[src/verilog/sadc_defines.svh]
`ifndef SADC_DEFINES_SVH
`define SADC_DEFINES_SVH

// ----------------------------------------------------------------------------
// Result format
// ----------------------------------------------------------------------------
`define SADC_RESULT_W     12
`define SADC_NIBBLE_W     4
`define SADC_MSB_LO       8
`define SADC_RESULT_RST   12'h000

// ----------------------------------------------------------------------------
// Conversion timing
// ----------------------------------------------------------------------------
`define SADC_CLK_PERIOD_NS 10
`define SADC_CONV_TIME_NS  3000
`define SADC_CONV_CYCLES \
  ((`SADC_CONV_TIME_NS + `SADC_CLK_PERIOD_NS - 1) / `SADC_CLK_PERIOD_NS)
`define SADC_STEP_CYCLES \
  ((`SADC_CONV_CYCLES + `SADC_RESULT_W - 1) / `SADC_RESULT_W)

`endif

[src/verilog/sadc_pkg.sv]
package sadc_pkg;

  // --------------------------------------------------------------------------
  // Conversion engine states
  // --------------------------------------------------------------------------
  typedef enum logic [2:0] {
    SADC_IDLE = 3'b001,
    SADC_CONV = 3'b010,
    SADC_DONE = 3'b100
  } sadc_state_t;

endpackage : sadc_pkg

[src/verilog/sadc_conv_if.sv]
`timescale 1ns/1ns

interface sadc_conv_if #(
  parameter int W = 12
);
  logic         start;
  logic [W-1:0] sample;
  logic         busy;
  logic         done;
  logic [W-1:0] result;

  modport ctrl (output start, output sample, input busy, input done,
                input result);
  modport engine (input start, input sample, output busy, output done,
                  output result);
endinterface : sadc_conv_if

[src/verilog/sadc_sar_core.sv]
`timescale 1ns/1ns
`include "sadc_defines.svh"

module sadc_sar_core
  import sadc_pkg::*;
#(
  parameter int W           = `SADC_RESULT_W,
  parameter int STEP_CYCLES = `SADC_STEP_CYCLES
) (
  input wire logic clk,         // System clock.
  input wire logic rst,         // Synchronous reset, active high.
  sadc_conv_if.engine conv      // Start, sample and result handshake.
);

  localparam int CW = $clog2(STEP_CYCLES + 1);
  localparam int BW = $clog2(W);

  sadc_state_t   state_q;
  logic [CW-1:0] stepCnt_q;
  logic [BW-1:0] bitIdx_q;
  logic [W-1:0]  hold_q;
  logic [W-1:0]  trial_q;
  logic [W-1:0]  bitMask;

  assign bitMask     = W'(1) << bitIdx_q;
  assign conv.busy   = (state_q != SADC_IDLE);
  assign conv.done   = (state_q == SADC_DONE);
  assign conv.result = trial_q;

  // --------------------------------------------------------------------------
  // Successive approximation, one bit per step of clock cycles.
  // --------------------------------------------------------------------------
  always_ff @(posedge clk) begin
    if (rst) begin
      state_q   <= SADC_IDLE;
      stepCnt_q <= '0;
      bitIdx_q  <= '0;
      hold_q    <= '0;
      trial_q   <= '0;
    end else begin
      unique case (state_q)
        SADC_IDLE: begin
          if (conv.start) begin
            hold_q    <= conv.sample;
            trial_q   <= '0;
            bitIdx_q  <= BW'(W - 1);
            stepCnt_q <= '0;
            state_q   <= SADC_CONV;
          end
        end
        SADC_CONV: begin
          if (stepCnt_q == CW'(STEP_CYCLES - 1)) begin
            stepCnt_q <= '0;
            if ((trial_q | bitMask) <= hold_q) begin
              trial_q <= trial_q | bitMask;
            end
            if (bitIdx_q == '0) begin
              state_q <= SADC_DONE;
            end else begin
              bitIdx_q <= bitIdx_q - BW'(1);
            end
          end else begin
            stepCnt_q <= stepCnt_q + CW'(1);
          end
        end
        SADC_DONE: begin
          state_q <= SADC_IDLE;
        end
        default: begin
          state_q <= SADC_IDLE;
        end
      endcase
    end
  end

endmodule : sadc_sar_core

[src/verilog/sadc_read_port.sv]
// How it works
// - A start needs byte select, chip select and read all low together.
// - Start conditions are ignored while a conversion runs.
// - Busy is low for the whole conversion and two cycles after it, high otherwise.
// - In wait-state use a start drops busy and the held read returns the new result.
// - At conversion end new data reaches the lines before busy rises.
// - Results are right justified, lowest bit on the lowest data line.
// - High byte select gives the top nibble over zeros, low gives all bits.
// - The top four result bits always drive the top four lines.
// - Data lines are driven only while chip select and read are both low.
// - After a wait-state low byte, a high byte read starts nothing.
// - In previous-result use a read returns the old result and starts anew.
// - In previous-result use the next read returns the fresh result.
// - After a conversion, a high byte read starts nothing, a low one does.
`timescale 1ns/1ns
`include "sadc_defines.svh"

module sadc_read_port
  import sadc_pkg::*;
#(
  parameter int W           = `SADC_RESULT_W,
  parameter int STEP_CYCLES = `SADC_STEP_CYCLES
) (
  input  wire logic         clk,            // System clock, 100 MHz.
  input  wire logic         rst,            // Synchronous reset.
  input  wire logic         chipSelN,       // Chip select pin.
  input  wire logic         readStrobeN,    // Read strobe pin.
  input  wire logic         byteSelectHigh, // Byte select pin.
  input  wire logic [W-1:0] sampleCode,     // Quantiser code to convert.
  output logic              busyN,          // Conversion in progress.
  output logic [W-1:0]      dataOutPins,    // Result data lines.
  output logic              dataOeN         // Data drive enable.
);

  // The conversion length must also fit the cycle counter of the checks.
  if (W != `SADC_RESULT_W) begin : gen_width_check
    $error("sadc_read_port: byte multiplexer serves W of 12 only");
  end
  if (STEP_CYCLES < 1 || W * STEP_CYCLES > 32'h0000FFFF) begin : gen_step_check
    $error("sadc_read_port: STEP_CYCLES out of range");
  end

  localparam int NB = `SADC_NIBBLE_W;
  localparam int ML = `SADC_MSB_LO;
  localparam int CL = W * STEP_CYCLES;

  // --------------------------------------------------------------------------
  // Pin synchronisers: chip select, read, byte select.
  // --------------------------------------------------------------------------
  logic [2:0] pinMeta_q;
  logic [2:0] pinSync_q;
  logic       csS;
  logic       rdS;
  logic       hbS;

  always_ff @(posedge clk) begin
    if (rst) begin
      pinMeta_q <= 3'h7;
      pinSync_q <= 3'h7;
    end else begin
      pinMeta_q <= {byteSelectHigh, readStrobeN, chipSelN};
      pinSync_q <= pinMeta_q;
    end
  end

  assign csS = pinSync_q[0];
  assign rdS = pinSync_q[1];
  assign hbS = pinSync_q[2];

  // --------------------------------------------------------------------------
  // Conversion start.
  // --------------------------------------------------------------------------
  sadc_conv_if #(.W(W)) convIf ();

  logic readActive;
  logic startCond;
  logic startPrev_q;
  logic convBusy;
  logic [1:0] busyHold_q;

  assign readActive = !csS && !rdS;
  assign startCond  = readActive && !hbS;
  assign convBusy   = convIf.busy || busyHold_q != '0;

  // The start request is an edge of the combined condition, so a read held
  // low across the end of a conversion does not launch another one.
  assign convIf.start  = startCond && !startPrev_q && !convBusy;
  assign convIf.sample = sampleCode;

  always_ff @(posedge clk) begin
    if (rst) begin
      startPrev_q <= 1'b0;
    end else begin
      startPrev_q <= startCond;
    end
  end

  sadc_sar_core #(
    .W           (W),
    .STEP_CYCLES (STEP_CYCLES)
  ) u_core (
    .clk  (clk),
    .rst  (rst),
    .conv (convIf.engine)
  );

  // --------------------------------------------------------------------------
  // Result latch and busy sequencing.
  // --------------------------------------------------------------------------
  logic [W-1:0] latch_q;

  always_ff @(posedge clk) begin
    if (rst) begin
      latch_q <= `SADC_RESULT_RST;
    end else if (convIf.done) begin
      latch_q <= convIf.result;
    end
  end

  // Busy stays low two cycles past the engine so the new result is on the
  // data lines before busy rises.
  always_ff @(posedge clk) begin
    if (rst) begin
      busyHold_q <= 2'h0;
    end else begin
      busyHold_q <= {busyHold_q[0], convIf.done};
    end
  end

  always_ff @(posedge clk) begin
    if (rst) begin
      busyN <= 1'b1;
    end else begin
      busyN <= !convBusy;
    end
  end

  // --------------------------------------------------------------------------
  // Output multiplexer and drive enable.
  // --------------------------------------------------------------------------
  always_ff @(posedge clk) begin
    if (rst) begin
      dataOutPins <= `SADC_RESULT_RST;
    end else if (hbS) begin
      dataOutPins <= {latch_q[W-1:ML], {NB{1'b0}},
                      latch_q[W-1:ML]};
    end else begin
      dataOutPins <= latch_q;
    end
  end

  always_ff @(posedge clk) begin
    if (rst) begin
      dataOeN <= 1'b1;
    end else begin
      dataOeN <= !readActive;
    end
  end

  // Cycles spent converting, held against the fixed conversion length.
  logic [15:0] convCycles_q;

  always_ff @(posedge clk) begin
    if (rst || convIf.start) begin
      convCycles_q <= 16'h0000;
    end else if (convIf.busy) begin
      convCycles_q <= convCycles_q + 16'h0001;
    end
  end
endmodule : sadc_read_port

[config.mk]
export PLATFORM = sky130hd
export DESIGN_NAME = sadc_read_port
export DESIGN_NICKNAME = d
export VERILOG_FILES = /design/src/verilog/sadc_pkg.sv /design/src/verilog/sadc_conv_if.sv /design/src/verilog/sadc_sar_core.sv /design/src/verilog/sadc_read_port.sv
export VERILOG_INCLUDE_DIRS = /design/src /design/src/verilog
export SDC_FILE = /design/constraint.sdc
export NUM_CORES = 1
export LEC_CHECK = 0
export ABC_AREA = 1
export BUFFER_PORTS_ARGS = -buffer_cell sky130_fd_sc_hd__buf_4
export CORE_AREA = 2 2 91 84
export CTS_BUF_LIST = sky130_fd_sc_hd__clkbuf_4 sky130_fd_sc_hd__clkbuf_8
export DETAILED_ROUTE_END_ITERATION = 16
export DIE_AREA = 0 0 93 86
export PLACE_DENSITY = 0.67
export SETUP_SLACK_MARGIN = 0.2
export SLEW_MARGIN = 20
export SYNTH_ARGS = -nofsm -noshare
export SYNTH_HDL_FRONTEND = slang
export SYNTH_SLANG_ARGS = --single-unit
[constraint.sdc]
create_clock -name clk -period 3.5 [get_ports clk]
set_clock_uncertainty 0.15 [all_clocks]
set_input_delay 0.7 -clock clk [delete_from_list [all_inputs] [get_ports clk]]
set_output_delay 0.7 -clock clk [all_outputs]
set_load 0.02 [all_outputs]
==> results.md <==
- Initial DRC count: 84
- Pin count of the biggest net entering global routing: 31
- Post-DP HPWL: 4.32 mm
- Die X: 93 µm
- Period minus WS final: 2860 ps
- Avg Inst Size Synth: 7.79 µm²
- CP endpoint kind: flop
- Worst-path clk slew: 80 ps
- Clk sinks: 71
- Type of origin of the critical path: flop
- CP top delay family: simple AND/OR/NAND/NOR gates
- Buf/Inv on CP: 3
- Fin nets: 459
- Commonest cells in the netlist: dfxtp_1, nand2_1, inv_1, a21oi_1, nor2_1
- Slowest-stage cell, CP: nand2_1
- CP required: 3630 ps
- Area occupied by multi-input gates: 1390 µm²
- Worst Path Max Fanout: 23
- First-pass GRT wire length: 10.4 mm
- IO buf count: 30
- WL/cell: 11.3 µm
- Area delta synth->final: 14.3%
- Post-CTS resize count: 0
- Max-Cap Viols: 0
- Register area: 1420 µm²
- Ys async rst share: 0
- Final slew viol count: 0
- Core ar.: 6970 µm²
- Achievable Freq: 0.349 GHz
- Bufs on Longest Clock Path: 2
- Start of the worst register-to-register path: u_core.bitIdx_q[1]
- Hold_sp: pinMeta_q[2]
- Final setup viols: 0
- Antenna violations before repair: 0
- Most used cell, CP: nand2_1
- Hold Vio Cnt, Final: 0
- Pwr Density: 410 nW/µm²
- Power after layout: 1.45 mW
- Slew @ Worst Pin: 662 ps
- RSZ-0062 raised after global routing: false
- Hold depth: 1
- Remaining DRCs: 0
- Hold_buf cts: 0
- Synth Flop Type: dfxtp_1
- Vias in the first global route: 2243
- Vias per inst: 4.77
- CTS tree: built
- Static Leak: 1.57 nW
- GR Util All Layers: 0.164
- Post-synthesis sequential area ratio: 0.458
- Die height: 86 µm
- Syn_nets: 434
- Vias: 2486
- Row count: 29
- Starting Density: 0.445
- N_diodes: 0
- Worst Setup Path Type: flop to flop
- HP Class: flop to flop
- RR Endpoint: u_core.conv.result[1]
- Total gr overflow: 0
- Synth area leaders: dfxtp_1, nand2_1, ha_1
- Min setup slack post-route: 638 ps
- Slew headroom: 0.558
- Register bit total from synthesis: 71
- Layout cells sized above 1: 0.159
- Crit path largest cell delay: 470 ps
- Post-synth top area cell: dfxtp_1
- Setup TNS: 0 ps
- Top-Level Pins: 31
- CTS root buf: clkbuf_8
- DRT Pass-1 Iters: 4
- Flop2flop setup slack: 640 ps
- Arrival time worst endpoint: 2990 ps
- Hold EP: pinSync_q[2]
- Status: finished clean
- Yosys top cell area share: 0.458
- Synthesized cell area: 3100 µm²
- WL final: 5.89 mm
- Post-Synthesis Cells: 398
- Post-synthesis cell type count: 31
- Worst reg-to-reg path cell count: 16
- Fillers: 731
- Top-count cell post-synth: dfxtp_1
- Clk_lat worst skew: 330 ps
- Die ar.: 8000 µm²
- Critical path, cell by cell: inv_1 -> ha_1 -> a31o_2 -> ha_1 -> nand2_1 -> inv_1 -> nand2_1 -> nor2_1 -> nand2_1 -> nand2_1 -> inv_1 -> nand2_1 -> nand2_1 -> nand2_1 -> nand2_1 -> nor2_1
- Post-synth EDFFs: 0
- Gp weighted congestion: 0.905
- Post-CTS Setup Bufs: 0
- Util after Layout: 0.509
- CTS buffer count: 9
- Tcrit/Tclk final: 0.818
- Max VDD drop: 310 µV
- Ys Warns: 0
- Post-place setup slack: 684 ps
- Final ANT Viol Nets: 0
- H-tree depth: 3
## placed cells by master, fill, tap and decap left out
| cell | n |
|---|---|
| o21bai_1 | 5 |
| buf_4 | 31 |
| a21oi_4 | 1 |
| nand4_1 | 3 |
| nand2_2 | 2 |
| a21o_1 | 1 |
| clkbuf_8 | 10 |
| o31ai_1 | 2 |
| a22oi_1 | 3 |
| inv_2 | 5 |
| nand2_1 | 70 |
| o21ai_0 | 23 |
| or2_2 | 6 |
| a21oi_1 | 44 |
| clkinvlp_4 | 1 |
| nand3_1 | 24 |
| clkinv_4 | 2 |
| inv_1 | 48 |
| a221oi_1 | 1 |
| inv_6 | 1 |
| o22ai_1 | 4 |
| xnor2_1 | 1 |
| or2_1 | 1 |
| nor3_1 | 4 |
| a31o_2 | 5 |
| dfxtp_1 | 71 |
| ha_1 | 19 |
| clkinv_1 | 1 |
| xor2_1 | 1 |
| nor2_1 | 34 |
| nor2_2 | 1 |
| nor2_4 | 1 |
| clkinv_2 | 2 |
## sequential cells by signal, indices dropped and copies added, names as in the netlist, 4 cells and up
name and flops:
dataOutPins 12, latch_q 12, u_core.conv.result 12, u_core.hold_q 12, u_core.stepCnt_q 5, u_core.bitIdx_q 4
## through the flow
| stage | hold slack, ps | cells | instance area [µm²] |
|---|---|---|---|
| final | 260 | 521 | 3540 |
| after global routing | 266 | 521 | 3540 |
| after CTS | 261 | 521 | 3540 |
| after detailed placement | 247 | 505 | 3360 |
| after global placement | 244 | 505 | 3360 |
| after floorplan | 239 | 398 | 3100 |
## worst max-delay path by stage
| stage | start | end | slack, ps | cells after the start |
|---|---|---|---|---|
| 2_1_floorplan | u_core.bitIdx_q[1] | u_core.conv.result[10] | 1200 | 16 |
| 3_3_place_gp | u_core.bitIdx_q[1] | u_core.conv.result[1] | 700 | 15 |
| 3_5_place_dp | u_core.bitIdx_q[1] | u_core.conv.result[1] | 680 | 15 |
| 4_1_cts | u_core.bitIdx_q[1] | u_core.conv.result[1] | 660 | 16 |
| 5_1_grt | u_core.bitIdx_q[1] | u_core.conv.result[1] | 280 | 16 |
| 6_report | u_core.bitIdx_q[1] | u_core.conv.result[1] | 640 | 16 |
## cell families after synthesis
| logic type | count (synthesis) | share of synthesized area |
|---|---|---|
| AO/OA/AOI/OAI | 89 | 0.165 |
| XOR/XNOR | 2 | 0.00565 |
| adder cells (fa/ha/maj) | 19 | 0.0766 |
| buffers and inverters | 71 | 0.0936 |
| flip-flops | 71 | 0.458 |
| AND/OR/NAND/NOR | 146 | 0.201 |
## power by group
| part | internal (mW) | leakage (nW) | total, mW | switching (mW) |
|---|---|---|---|---|
| combinational | 0.0222 | 0.902 | 0.0462 | 0.0239 |
| clock | 0.279 | 0.0926 | 0.594 | 0.315 |
| sequential | 0.812 | 0.574 | 0.814 | 0.00175 |
## worst register-to-register path: cells and delay by family, from the launching register on
kind,cells,cell delay [ps]
DFF,1,410
and+or+nand+nor,10,1210
adders and majority gates,2,540
buffers and inverters,3,200
AOI/OAI and AO/OA,1,290
## area by class of cell
cell class                      instances  area share
Sequential cell                        71       0.401
Tap cell                               93      0.0328
Clock inverter                          6      0.0124
Multi-Input combinational cell        256       0.392
Inverter                               54      0.0572
Timing Repair Buffer                   31      0.0657
Clock buffer                           10      0.0388
## per-layer routing
metal	vias to the layer above	track usage	share of wire
met3	4	0.0501	0.044
met1	1087	0.227	0.52
met2	53	0.248	0.43
li1	1342	-	-
met5	-	0	0
met4	0	0.0441	0.0085
Note: power is estimated with default switching activity, not from simulation.
